--- config.mk ---
export PLATFORM = sky130hd
export DESIGN_NAME = fpmd_top
export DESIGN_NICKNAME = d
export VERILOG_FILES = /design/src/core/fpmd_pkg.sv /design/src/core/fpmd_top.sv
export VERILOG_INCLUDE_DIRS = /design/src /design/src/core
export SDC_FILE = /design/constraint.sdc
export NUM_CORES = 1
export LEC_CHECK = 0
export BUFFER_PORTS_ARGS = -buffer_cell sky130_fd_sc_hd__buf_2
export CAP_MARGIN = 5
export CORE_MARGIN = 2
export CORE_UTILIZATION = 34
export DETAILED_ROUTE_END_ITERATION = 16
export HOLD_SLACK_MARGIN = 0.1
export SLEW_MARGIN = 20
export SYNTH_ARGS = -nofsm -noshare
export SYNTH_HDL_FRONTEND = slang
export SYNTH_SLANG_ARGS = --single-unit
--- constraint.sdc ---
create_clock -name CLK_IN -period 6.05 [get_ports CLK_IN]
set_input_delay 1.21 -clock CLK_IN [delete_from_list [all_inputs] [get_ports CLK_IN]]
set_output_delay 1.21 -clock CLK_IN [all_outputs]
set_load 0.02 [all_outputs]
--- src/core/fpmd_map.svh ---
// front panel menu display: constants, factory values, glyphs, timing
`ifndef FPMD_MAP_SVH
`define FPMD_MAP_SVH
// -----------------------------------------------------------------
// factory network settings and optical power limit
// -----------------------------------------------------------------
`define FPMD_HA_FACTORY   32'hC0A82705
`define FPMD_NM_FACTORY   32'hFFFFFF00
`define FPMD_OPT_MAX      8'h03
// -----------------------------------------------------------------
// timing
// -----------------------------------------------------------------
`define FPMD_CLK_HZ       10000000
`define FPMD_KEY_HOLD_MS  1000
`define FPMD_FLASH_MS     5000
`define FPMD_IDLE_MS      60000
`define FPMD_PHASE_MS     1000
`define FPMD_KEY_HOLD_CYC (`FPMD_KEY_HOLD_MS * (`FPMD_CLK_HZ / 1000))
`define FPMD_FLASH_CYC    (`FPMD_FLASH_MS * (`FPMD_CLK_HZ / 1000))
`define FPMD_IDLE_CYC     (`FPMD_IDLE_MS * (`FPMD_CLK_HZ / 1000))
`define FPMD_PHASE_CYC    (`FPMD_PHASE_MS * (`FPMD_CLK_HZ / 1000))
// -----------------------------------------------------------------
// glyph codes: 00..0F are hex digits
// -----------------------------------------------------------------
`define FPMD_G_DASH       5'h10
`define FPMD_G_BLANK      5'h11
`define FPMD_G_R          5'h12
`define FPMD_G_E          5'h0E
`define FPMD_G_S          5'h05
`define FPMD_G_B          5'h0B
`define FPMD_G_8          5'h08
// key codes {left, right}
`define FPMD_K_LEFT       2'h2
`define FPMD_K_RIGHT      2'h1
`define FPMD_K_BOTH       2'h3
`endif

--- src/core/fpmd_pkg.sv ---
// front panel menu display: shared types
`default_nettype none
package fpmd_pkg;
   typedef enum logic [3:0] {
      DRV_RESET, DRV_INIT, DRV_NOT_READY, DRV_START_INHIBIT,
      DRV_READY, DRV_SWITCHED_ON, DRV_OP_ENABLED, DRV_QUICK_STOP,
      DRV_FAULT_REACT
   } fpmd_drv_t;
   typedef enum logic [2:0] {
      M_STATUS, M_MENU, M_BYTE, M_EDIT, M_FLASH
   } fpmd_mode_t;
   typedef enum logic [2:0] {
      IT_HA_EDIT, IT_HA_RESTORE, IT_NM_EDIT, IT_NM_RESTORE,
      IT_FB_NODE, IT_OPT_PWR
   } fpmd_item_t;
   typedef struct packed {
      logic [4:0] dig_l;
      logic [4:0] dig_r;
      logic       dp_l;
      logic       dp_r;
   } fpmd_disp_t;
   typedef struct packed {
      logic        l_s1;
      logic        l_s2;
      logic        r_s1;
      logic        r_s2;
      logic [1:0]  keys_prev;
      logic [31:0] hold_cnt;
      fpmd_mode_t  mode;
      fpmd_item_t  item;
      logic [1:0]  bsel;
      logic [7:0]  edit;
      logic [31:0] flash_cnt;
      logic [31:0] idle_cnt;
      logic [31:0] sec_cnt;
      logic [1:0]  fphase;
      logic [31:0] ha_st;
      logic [31:0] nm_st;
      logic [31:0] ha_act;
      logic [31:0] nm_act;
      logic [7:0]  fb_node;
      logic [1:0]  opt_pw;
      logic        ack;
      fpmd_disp_t  disp;
   } fpmd_state_t;
endpackage : fpmd_pkg
`default_nettype wire

--- src/core/fpmd_top.sv ---
// front panel menu display: keys, menu, commit and status display
//
// Functional notes
// - factory host address 192.168.39.5 held after reset
// - host address edited per byte, byte 0 is last octet, full range
// - host address restore loads factory address into stored setting
// - netmask edited per byte in hex, same byte order
// - netmask restore loads 255.255.255.0 into stored setting
// - accepted value flashes; key aborts; stored after five seconds
// - stored host address becomes active only after restart
// - node number editable only with field bus, limit from option; else dashes
// - optical power 0 to 3 only with optical option; else dashes
// - status mode shows a distinct code per drive state
// - not-ready/start-inhibit point flashes while safe torque off active
// - switched-on through fault-reaction point flashes while power stage on
// - fault cycles banner, number, location, one second each
// - acknowledge clears fault unless point-marked; those need restart
// - sixty seconds without key input returns to status display
// - menu values shown as two hex digits; fault codes in decimal
`include "fpmd_map.svh"
`default_nettype none
module fpmd_top #(
   parameter int unsigned KEY_HOLD_CYC = `FPMD_KEY_HOLD_CYC,
   parameter int unsigned FLASH_CYC    = `FPMD_FLASH_CYC,
   parameter int unsigned IDLE_CYC     = `FPMD_IDLE_CYC,
   parameter int unsigned PHASE_CYC    = `FPMD_PHASE_CYC
) (
   // clock and reset
   input  wire logic        CLK_IN,
   input  wire logic        RSTN_IN,
   // front panel keys (pins)
   input  wire logic        LEFT_KEY_IN,
   input  wire logic        RIGHT_KEY_IN,
   // drive controller status
   input  wire logic [3:0]  DRV_STATE_IN,
   input  wire logic        SAFE_TORQUE_OFF_ACTIVE_IN,
   input  wire logic        PWR_STAGE_ACTIVE_IN,
   input  wire logic        FAULT_IN,
   input  wire logic        FAULT_POINT_IN,
   input  wire logic [7:0]  FAULT_NUM_IN,
   input  wire logic [7:0]  FAULT_LOC_IN,
   input  wire logic        RESTART_IN,
   // options
   input  wire logic        FB_FITTED_IN,
   input  wire logic        FB_OPTICAL_IN,
   input  wire logic [7:0]  FB_MAX_IN,
   // display
   output logic [4:0]       DIG_L_OUT,
   output logic [4:0]       DIG_R_OUT,
   output logic             DP_L_OUT,
   output logic             DP_R_OUT,
   // settings and acknowledge
   output logic [31:0]      HA_STORED_OUT,
   output logic [31:0]      NM_STORED_OUT,
   output logic [31:0]      HA_ACTIVE_OUT,
   output logic [31:0]      NM_ACTIVE_OUT,
   output logic [7:0]       FB_NODE_OUT,
   output logic [1:0]       OPT_POWER_OUT,
   output logic             FAULT_ACK_OUT
);
   fpmd_pkg::fpmd_state_t q, d;
   logic [1:0] keys;
   logic [1:0] evt;
   logic       avail;
   logic       commit;
   logic       blink;
   logic [7:0] nxt;
   logic [7:0] fval;

   // -----------------------------------------------------------------
   // combinational next state
   // -----------------------------------------------------------------
   always_comb begin
      d = q;
      d.ack = 1'b0;
      evt = 2'h0;
      commit = 1'b0;
      nxt = 8'h00;
      fval = 8'h00;
      // pins pass two flops before use
      d.l_s1 = LEFT_KEY_IN;
      d.l_s2 = q.l_s1;
      d.r_s1 = RIGHT_KEY_IN;
      d.r_s2 = q.r_s1;
      keys = {q.l_s2, q.r_s2};
      d.keys_prev = keys;
      if (keys == 2'h0 || keys != q.keys_prev) begin
         d.hold_cnt = 32'h0;
      end else if (q.hold_cnt == KEY_HOLD_CYC - 1) begin
         evt = keys;
         d.hold_cnt = 32'h0; // held key repeats each second
      end else begin
         d.hold_cnt = q.hold_cnt + 32'h1;
      end
      // free-running second counter drives fault cycling and blink
      if (q.sec_cnt == PHASE_CYC - 1) begin
         d.sec_cnt = 32'h0;
         d.fphase = (q.fphase == 2'h2) ? 2'h0 : q.fphase + 2'h1;
      end else begin
         d.sec_cnt = q.sec_cnt + 32'h1;
      end
      blink = (q.sec_cnt < PHASE_CYC / 2);
      if (!FAULT_IN) begin
         d.fphase = 2'h0;
      end
      avail = !((q.item == fpmd_pkg::IT_FB_NODE && !FB_FITTED_IN) ||
                (q.item == fpmd_pkg::IT_OPT_PWR && !FB_OPTICAL_IN));
      if (evt != 2'h0 || q.mode == fpmd_pkg::M_STATUS) begin
         d.idle_cnt = 32'h0;
      end else begin
         d.idle_cnt = q.idle_cnt + 32'h1;
      end
      // menu state machine
      case (q.mode)
         fpmd_pkg::M_STATUS: begin
            if (evt == `FPMD_K_LEFT) begin
               d.mode = fpmd_pkg::M_MENU;
               d.item = fpmd_pkg::IT_HA_EDIT;
            end
            if (evt == `FPMD_K_BOTH && FAULT_IN && !FAULT_POINT_IN) begin
               d.ack = 1'b1;
            end
         end
         fpmd_pkg::M_MENU: begin
            if (evt == `FPMD_K_LEFT) begin
               d.item = (q.item == fpmd_pkg::IT_OPT_PWR) ?
                        fpmd_pkg::IT_HA_EDIT :
                        fpmd_pkg::fpmd_item_t'(q.item + 3'h1);
            end else if (evt == `FPMD_K_BOTH) begin
               d.mode = fpmd_pkg::M_STATUS;
            end else if (evt == `FPMD_K_RIGHT) begin
               d.bsel = 2'h0;
               d.flash_cnt = 32'h0;
               case (q.item)
                  fpmd_pkg::IT_HA_EDIT,
                  fpmd_pkg::IT_NM_EDIT: d.mode = fpmd_pkg::M_BYTE;
                  fpmd_pkg::IT_HA_RESTORE,
                  fpmd_pkg::IT_NM_RESTORE: d.mode = fpmd_pkg::M_FLASH;
                  fpmd_pkg::IT_FB_NODE: begin
                     d.mode = fpmd_pkg::M_EDIT;
                     d.edit = q.fb_node;
                  end
                  default: begin
                     d.mode = fpmd_pkg::M_EDIT;
                     d.edit = {6'h00, q.opt_pw};
                  end
               endcase
            end
         end
         fpmd_pkg::M_BYTE: begin
            if (evt == `FPMD_K_LEFT) begin
               d.bsel = q.bsel + 2'h1;
            end else if (evt == `FPMD_K_BOTH) begin
               d.mode = fpmd_pkg::M_MENU;
            end else if (evt == `FPMD_K_RIGHT) begin
               d.mode = fpmd_pkg::M_EDIT;
               // byte 0 is the last octet
               d.edit = (q.item == fpmd_pkg::IT_HA_EDIT) ?
                        q.ha_st[{q.bsel, 3'b000} +: 8] :
                        q.nm_st[{q.bsel, 3'b000} +: 8];
            end
         end
         fpmd_pkg::M_EDIT: begin
            // left steps the upper digit, right the lower one
            nxt = (evt == `FPMD_K_LEFT) ? q.edit + 8'h10 : q.edit + 8'h01;
            if (q.item == fpmd_pkg::IT_FB_NODE && nxt > FB_MAX_IN) begin
               nxt = 8'h00;
            end
            if (q.item == fpmd_pkg::IT_OPT_PWR && nxt > `FPMD_OPT_MAX) begin
               nxt = 8'h00;
            end
            if (evt == `FPMD_K_BOTH) begin
               d.mode = avail ? fpmd_pkg::M_FLASH : fpmd_pkg::M_MENU;
               d.flash_cnt = 32'h0;
            end else if (evt != 2'h0 && avail) begin
               d.edit = nxt;
            end
         end
         fpmd_pkg::M_FLASH: begin
            // any key aborts, else commit after five seconds
            if (evt != 2'h0) begin
               d.mode = fpmd_pkg::M_MENU;
            end else if (q.flash_cnt == FLASH_CYC - 1) begin
               d.mode = fpmd_pkg::M_MENU;
               // option pulled mid-flash drops the edit
               commit = avail;
            end else begin
               d.flash_cnt = q.flash_cnt + 32'h1;
            end
         end
         default: d.mode = fpmd_pkg::M_STATUS;
      endcase
      if (q.mode != fpmd_pkg::M_STATUS && q.mode != fpmd_pkg::M_FLASH &&
          q.idle_cnt == IDLE_CYC - 1) begin
         d.mode = fpmd_pkg::M_STATUS;
      end
      // commit touches only the stored copy
      if (commit) begin
         case (q.item)
            fpmd_pkg::IT_HA_EDIT: d.ha_st[{q.bsel, 3'b000} +: 8] = q.edit;
            fpmd_pkg::IT_HA_RESTORE: d.ha_st = `FPMD_HA_FACTORY;
            fpmd_pkg::IT_NM_EDIT: d.nm_st[{q.bsel, 3'b000} +: 8] = q.edit;
            fpmd_pkg::IT_NM_RESTORE: d.nm_st = `FPMD_NM_FACTORY;
            fpmd_pkg::IT_FB_NODE: d.fb_node = q.edit;
            default: d.opt_pw = q.edit[1:0];
         endcase
      end
      // active settings change only at restart
      if (RESTART_IN) begin
         d.ha_act = q.ha_st;
         d.nm_act = q.nm_st;
      end
      // display; points dark unless set below
      d.disp.dp_l = 1'b0;
      d.disp.dp_r = 1'b0;
      d.disp.dig_l = `FPMD_G_DASH;
      d.disp.dig_r = {1'b0, q.item == fpmd_pkg::IT_OPT_PWR ? 4'h6 :
                     {1'b0, q.item} + 4'h1};
      case (q.mode)
         fpmd_pkg::M_STATUS: begin
            if (FAULT_IN) begin
               fval = (q.fphase == 2'h1) ? FAULT_NUM_IN % 8'd100 :
                      FAULT_LOC_IN % 8'd100;
               d.disp.dig_l = (q.fphase == 2'h0) ? `FPMD_G_E :
                              {1'b0, 4'(fval / 8'd10)};
               d.disp.dig_r = (q.fphase == 2'h0) ? `FPMD_G_R :
                              {1'b0, 4'(fval % 8'd10)};
               d.disp.dp_r = (q.fphase == 2'h0) && FAULT_POINT_IN;
            end else begin
               d.disp.dig_l = `FPMD_G_S;
               d.disp.dig_r = {1'b0, DRV_STATE_IN - 4'h1};
               case (fpmd_pkg::fpmd_drv_t'(DRV_STATE_IN))
                  fpmd_pkg::DRV_RESET: begin
                     d.disp.dig_l = `FPMD_G_8;
                     d.disp.dig_r = `FPMD_G_8;
                     d.disp.dp_l = 1'b1;
                     d.disp.dp_r = 1'b1;
                  end
                  fpmd_pkg::DRV_INIT: begin
                     d.disp.dig_l = `FPMD_G_DASH;
                     d.disp.dig_r = `FPMD_G_DASH;
                  end
                  fpmd_pkg::DRV_NOT_READY,
                  fpmd_pkg::DRV_START_INHIBIT:
                     d.disp.dp_r = SAFE_TORQUE_OFF_ACTIVE_IN && blink;
                  fpmd_pkg::DRV_READY: d.disp.dp_r = 1'b0;
                  default: d.disp.dp_r = PWR_STAGE_ACTIVE_IN && blink;
               endcase
            end
         end
         fpmd_pkg::M_BYTE: begin
            d.disp.dig_l = `FPMD_G_B;
            d.disp.dig_r = {3'b000, q.bsel};
         end
         fpmd_pkg::M_EDIT,
         fpmd_pkg::M_FLASH: begin
            d.disp.dig_l = {1'b0, q.edit[7:4]};
            d.disp.dig_r = {1'b0, q.edit[3:0]};
            if (q.item == fpmd_pkg::IT_HA_RESTORE ||
                q.item == fpmd_pkg::IT_NM_RESTORE) begin
               d.disp.dig_l = `FPMD_G_R;
               d.disp.dig_r = `FPMD_G_BLANK;
            end
            if (!avail) begin
               d.disp.dig_l = `FPMD_G_DASH;
               d.disp.dig_r = `FPMD_G_DASH;
            end
            if (q.mode == fpmd_pkg::M_FLASH) begin
               d.disp.dp_l = blink;
               d.disp.dp_r = blink;
            end
         end
         default: ;
      endcase
   end

   // -----------------------------------------------------------------
   // state register
   // -----------------------------------------------------------------
   always_ff @(posedge CLK_IN or negedge RSTN_IN) begin
      if (!RSTN_IN) begin
         q <= '0;
         q.ha_st <= `FPMD_HA_FACTORY;
         q.ha_act <= `FPMD_HA_FACTORY;
         q.nm_st <= `FPMD_NM_FACTORY;
         q.nm_act <= `FPMD_NM_FACTORY;
         q.disp.dig_l <= `FPMD_G_8;
         q.disp.dig_r <= `FPMD_G_8;
      end else begin
         q <= d;
      end
   end

   // outputs straight from flops
   assign DIG_L_OUT = q.disp.dig_l;
   assign DIG_R_OUT = q.disp.dig_r;
   assign DP_L_OUT = q.disp.dp_l;
   assign DP_R_OUT = q.disp.dp_r;
   assign HA_STORED_OUT = q.ha_st;
   assign NM_STORED_OUT = q.nm_st;
   assign HA_ACTIVE_OUT = q.ha_act;
   assign NM_ACTIVE_OUT = q.nm_act;
   assign FB_NODE_OUT = q.fb_node;
   assign OPT_POWER_OUT = q.opt_pw;
   assign FAULT_ACK_OUT = q.ack;
endmodule : fpmd_top
`default_nettype wire

==> run_results.csv, run 1 <==
group,metric,value,unit
clock_tree,cts_resized,0,
critical_path,reg2reg_depth,15,
critical_path,r2r-start,"q[151]",
floorplanning,io-pin-count,190,
sta,relSlewSlack,0.2862,
cells_and_area,syn_to_final_growth,10.21,%
floorplanning,dieArea,0.05201,mm2
critical_path,critPathTopFamily,"compound AO/OA/AOI/OAI gates",
sta,hold_ws,370.2,ps
yosys,avgSynthCellArea,9.568,um2
critical_path,critPathLaunch,"q[151]",
critical_path,crit_chain,"nor2b_1 > mux2i_1 > and2_1 > a21o_1 > inv_1 > ha_1 > inv_1 > o211a_1 > a211o_1 > xnor2_2 > nor2_1 > o21ai_0 > nand2_1 > a2111oi_0 > a31oi_1",
floorplanning,die_height,228.1,um
worst_hold_path,hp-class,"flip-flop to flip-flop",
clock_tree,clockRootBuffer,"clkbuf_16",
pwr,p_leak,8.567,nW
floorplanning,rows,82,
global_route,grt_first_pass_wirelength,71330,um
yosys,synth_area_leaders,"dfrtp_1 34%, dfstp_2 11%, buf_4 6.6%, mux2_2 4.9%, nand2_1 4.5%",
sta,setup_slack,1280,ps
clock_tree,clockBufferDepth,3,
pwr,peakVddDrop,139.4,uV
global_route,overflow,0,
critical_path,worst-path-buf-inv,2,
drt,drt_pass1_iterations,7,
pwr,intPower,3.430,mW
yosys,syn_nets,1848,
yosys,synth-edff-count,0,
drt,wl_per_cell,17.73,um
critical_path,r2r-end,"DIG_R_OUT[1]",
critical_path,cp.arrival,5160,ps
sta,finalHoldViolations,0,
sta,fin_tns_setup,0,ps
cells_and_area,design_area,0.01881,mm2
yosys,yosysTopAreaCellShare,0.3387,
cells_and_area,nets,1874,
yosys,netlist_instances,1784,
sta,period_share,0.7884,
clock_tree,cts_made_buffers,34,
place,dp_hpwl,31550,um
pwr,p_sw,1.027,mW
yosys,async_flop_share,1.000,
clock_tree,cts_tree,"built",
yosys,yosys_warnings,0,
critical_path,cp_max_fo,13,
drt,drcViolationCount,0,
clock_tree,clkTransAtPathRegs,60,ps
critical_path,r2r_slack,1280,ps
clock_tree,postCtsHoldBufs,0,
critical_path,endpoint_kind,"flip-flop",
clock_tree,htreeDepth,2,
place,port_buffers,189,
yosys,synth_seq_cells,303,
critical_path,startpoint_type,"flip-flop",
global_route,grt_max_degree,129,
critical_path,crit_slowest_cell,"nor2b_1",
sta,tightest_slew,1068,ps
floorplanning,fp.dieW,228.1,um
sta,max_clock_freq,0.2097,GHz
global_route,grt_pass1_vias,12516,
critical_path,critPathMaxStageDelay,640,ps
pwr,pwr-share-clk,0.492,
sta,final.min_clock_period,4770,ps
pwr,sw_frac_of_total,0.2305,
drt,vias_per_cell,5.232,
global_route,grt_usage,0.1676,
global_route,antenna_found_initial,2,
critical_path,required,6440,ps
worst_hold_path,hold_start,"d[301]",
pwr,p_comb_frac,0.051,
sta,clock_skew,27.33,ps
drt,vias,13127,
drt,wl,44480,um
drt,antenna_left,0,
yosys,yosysTopAreaCell,"dfrtp_1",
place,placed_area,0.01762,mm2
sta,slew_violations,0,
yosys,syn_area,0.01707,mm2
place,gp_congestion,0.9136,
pwr,power.density,236.9,mW/mm2
critical_path,crit_type,"flip-flop to flip-flop",
yosys,synth_seq_area_share,0.4495,
yosys,synth_cell_types,81,
drt,first_iter_violations,1076,
place,pre_cts_ws,1115,ps
floorplanning,initial_utilization,0.3423,
sta,finalSetupViolCount,0,
clock_tree,clk_latency,530,ps
floorplanning,core_area,0.04986,mm2
critical_path,cp.depth,15,
pwr,power,4.457,mW
clock_tree,cts_sinks,303,
sta,rsz0062_at_grt,"no",
job,maxCapViolCount,0,
outcome,outcome,"complete, no violations",
cells_and_area,drive_gt1_frac,0.2440,
clock_tree,post-cts-setup-buffers,0,
critical_path,path_common_cell,"inv_1",
pwr,p_seq_frac,0.456,
critical_path,crit_end,"DIG_R_OUT[1]",
yosys,synth_top_flop_cell,"dfrtp_1",
==> placed cells by master, fill, tap and decap left out, drive strengths merged, types with 13 or more instances in the layout <==
cell type  netlist  layout
inv             31      33
nor3            33      33
mux4            16      16
ha              25      25
clkbuf          58      50
nand4           23      23
or3             22      22
o21ai           87      87
a22o            16      16
nand2          203     203
buf            157     205
xor2            64      64
dfstp           72      72
nand3           74      74
and2            15      15
a21oi          105     105
and4            13      13
xnor2           50      50
and3            25      25
nor2           206     206
dfrtp          231     231
nor2b           13      13
mux2            77      77
mux2i           20      20
==> registers in the layout, summed over array words and instances (netlist names) <==
register,count
DIG_L_OUT,5
DIG_R_OUT,5
DP_L_OUT,1
DP_R_OUT,1
FAULT_ACK_OUT,1
FB_NODE_OUT,8
HA_ACTIVE_OUT,32
HA_STORED_OUT,32
NM_ACTIVE_OUT,32
NM_STORED_OUT,32
OPT_POWER_OUT,2
d,4
q,148
==> synthesized netlist by cell type, types with 29 or more instances <==
cell      instances
nor3_1           32
mux2_2           75
dfstp_2          72
a21oi_1         105
inv_1            29
nor2_1          203
clkbuf_1         58
nand2_1         203
nand3_1          74
o21ai_0          83
xor2_1           64
buf_4           151
dfrtp_1         231
xnor2_1          49
==> worst register-to-register path: stages, from the launching register on <==
cell       delay (ps)
dfrtp_1           460
nor2b_1           640
mux2i_1           230
and2_1            240
a21o_1            240
inv_1             200
ha_1              190
inv_1              70
o211a_1           240
a211o_1           490
xnor2_2           520
nor2_1            180
o21ai_0           210
nand2_1            70
a2111oi_0         520
a31oi_1           150
==> routing by layer <==
| layer | track usage | vias up | routed length, um |
|---|---|---|---|
| met5 | 0 | - | 14 |
| met4 | 0.03922 | 2 | 861 |
| met3 | 0.03450 | 66 | 3071 |
| met2 | 0.2544 | 373 | 19670 |
| met1 | 0.2447 | 6526 | 20860 |
| li1 | - | 6160 | - |
==> cells by family after synthesis <==
family	synth area share
buf+inv	0.08855
mux	0.08481
fa+ha+maj	0.01833
compound gates	0.1108
xor+xnor	0.05894
simple gates	0.1891
flops	0.4495
==> area by class of cell <==
cell class	count	area (um2)
repair buffers	205	1089
inverters	32	120.1
clock buffers	50	1001
clock inverters	12	183.9
flip-flops and latches	303	7672
fillers	4999	31050
diodes	1	2.502
multi-input cells	1234	7903
well taps	672	840.8
==> through the flow <==
stage / std cells / util
after global routing: 2508 / 0.3772
after floorplan: 1784 / -
after global placement: 2446 / 0.3533
after detailed placement: 2446 / 0.3533
final: 2509 / 0.3773
after CTS: 2508 / 0.3771
==> worst min-delay path by stage <==
stage / end / slack [ps] / cells after the start
after floorplan: d[297] / 330 / 0
after global placement: d[298] / 370 / 0
after detailed placement: d[298] / 350 / 0
after CTS: d[298] / 370 / 0
after global routing: d[298] / 380 / 0
final: d[298] / 370 / 0
==> power by group through the flow <==
stage | clock, mW | sequential, mW | combinational, mW
after global placement | 0 | 2.07 | 0.226
after floorplan | 0 | 2.07 | 0.136
final | 2.19 | 2.03 | 0.229
after CTS | 2.25 | 2.03 | 0.230
after global routing | 2.33 | 2.03 | 0.257
after detailed placement | 0 | 2.07 | 0.229
No activity file was read; power rests on OpenSTA's default activity.
==> run 2, diff against run 1 <==
==> constraint.sdc (replaced) <==
create_clock -name CLK_IN -period 4.45 [get_ports CLK_IN]
set_input_delay 0.89 -clock CLK_IN [delete_from_list [all_inputs] [get_ports CLK_IN]]
set_output_delay 0.89 -clock CLK_IN [all_outputs]
set_load 0.02 [all_outputs]
==> run_results.csv, run 2 (synthesized netlist as in run 1, its figures left out) <==
group,metric,value,unit
pwr,peakVddDrop,204.2,uV
clock_tree,cts_sinks,303,
outcome,outcome,"complete, no violations",
floorplanning,fp.dieW,228.1,um
global_route,grt_util_met2,0.2535,
critical_path,startpoint_type,"flip-flop",
clock_tree,htreeDepth,2,
worst_hold_path,hp-class,"flip-flop to flip-flop",
critical_path,crit_type,"flip-flop to flip-flop",
global_route,busiest_layer,"met2",
sta,fin_tns_setup,0,ps
job,maxCapViolCount,0,
sta,slew_violations,0,
cells_and_area,drive_gt1_frac,0.2548,
sta,setup_slack,322.5,ps
drt,drcViolationCount,0,
clock_tree,clockRootBuffer,"clkbuf_16",
pwr,power.density,317.1,mW/mm2
cells_and_area,nets,1897,
drt,vias,13254,
drt,antenna_left,0,
global_route,grt_pass1_vias,12621,
cells_and_area,largest_register,"q",
sta,period_share,0.9275,
global_route,use_met3,0.03088,
critical_path,cp.arrival,4610,ps
cells_and_area,stdcell_count,2532,
global_route,grt_usage,0.1680,
place,port_buffers,189,
cells_and_area,syn_to_final_growth,11.00,%
sta,finalHoldViolations,0,
drt,wl_per_cell,17.62,um
clock_tree,cts_made_buffers,35,
cells_and_area,largest_reg_flops,148,
critical_path,r2r_slack,320,ps
clock_tree,clk_latency,530,ps
sta,relSlewSlack,0.2908,
clock_tree,cts_tree,"built",
sta,clock_skew,21.20,ps
cells_and_area,diodes,0,
drt,vias_per_cell,5.235,
drt,wl,44620,um
clock_tree,clockBufferDepth,3,
floorplanning,core_area,0.04986,mm2
floorplanning,initial_utilization,0.3423,
global_route,overflow,0,
sta,final.min_clock_period,4127,ps
drt,drt_pass1_iterations,6,
critical_path,reg2reg_depth,15,
sta,rsz0062_at_grt,"no",
global_route,grt_max_degree,110,
pwr,power,6.008,mW
sta,finalSetupViolCount,0,
cells_and_area,layout_common_cells,"231 x dfrtp_1, 203 x nand2_1, 203 x nor2_1, 188 x buf_2, 105 x a21oi_1",
floorplanning,io-pin-count,190,
critical_path,endpoint_kind,"flip-flop",
clock_tree,post-cts-setup-buffers,0,
place,pre_cts_ws,121.5,ps
cells_and_area,final_common_cell,"dfrtp_1",
global_route,grt_first_pass_wirelength,71360,um
floorplanning,die_height,228.1,um
place,place_inst,2468,
global_route,grtUsageMet1,0.2492,
sta,tightest_slew,1061,ps
global_route,antenna_found_initial,2,
worst_hold_path,whs_path_depth,0,
floorplanning,dieArea,0.05201,mm2
drt,first_iter_violations,1169,
floorplanning,rows,82,
place,dp_hpwl,31930,um
place,gp_congestion,0.8848,
sta,max_clock_freq,0.2423,GHz
clock_tree,clkTransAtPathRegs,60,ps
pwr,p_leak,8.663,nW
critical_path,cp_max_fo,11,
critical_path,required,4930,ps
cells_and_area,fillers,4977,
run 2: final cells by class:
| class | count | area (um2) | share of cell area |
|---|---|---|---|
| clock inverter | 17 | 176.4 | 0.009312 |
| clock buffer | 47 | 980.9 | 0.05178 |
| sequential | 303 | 7672 | 0.4050 |
| tap | 672 | 840.8 | 0.04438 |
| inverter | 32 | 120.1 | 0.006340 |
| timing repair buffer | 227 | 1254 | 0.06617 |
| multi-input combinational | 1234 | 7901 | 0.4171 |
run 2: layer usage:
metal | vias up | wire length (um)
met5 | - | 26
met4 | 4 | 783
met3 | 65 | 2750
met2 | 411 | 19630
met1 | 6543 | 21420
li1 | 6231 | -
run 2: worst paths after layout:
| check | start | to |
|---|---|---|
| worst min-delay path | d[299] | d[297] |
| worst max register to register | q[283] | q[249] |
| worst min register to register | d[299] | d[297] |
| worst max-delay path | q[283] | q[249] |
| min in group asynchronous | RSTN_IN | NM_ACTIVE_OUT[7] |
| max in group asynchronous | RSTN_IN | NM_ACTIVE_OUT[17] |
run 2: repair_timing:
item,in CTS,in global routing
hold endpoints to repair,0,0
setup endpoints to repair,0,2
resized for setup,0,2
hold buffers,0,0
run 2: worst max-delay path, cell delays in order, from the launching register on:
cell and delay (ps):
dfrtp_1 410, nor4bb_1 380, nand4_1 200, or4_1 720, o21ai_0 340, ha_1 300
nor2b_1 130, o21a_1 160, o21a_1 150, o21ai_0 170, a21oi_1 90, o31ai_1 360
o2111a_1 340, nand2_1 80, a21oi_1 140, a21o_1 100
run 2: report_power, final:
part | internal (mW) | leakage (nW) | switching (mW)
clock network | 1.73 | 0.573 | 1.18
registers | 2.76 | 3.88 | 0.00348
logic | 0.114 | 4.21 | 0.220
total | 4.61 | 8.66 | 1.40
run 2: through the flow:
| step | util | hold WS (ps) | area (um2) |
|---|---|---|---|
| global route | 0.3800 | 394.6 | 18950 |
| detailed placement | 0.3566 | 372.4 | 17780 |
| global placement | 0.3566 | 380.5 | 17780 |
| CTS | 0.3799 | 385.6 | 18940 |
| finish | 0.3800 | 381.3 | 18950 |
| floorplan | - | 331.2 | 17070 |
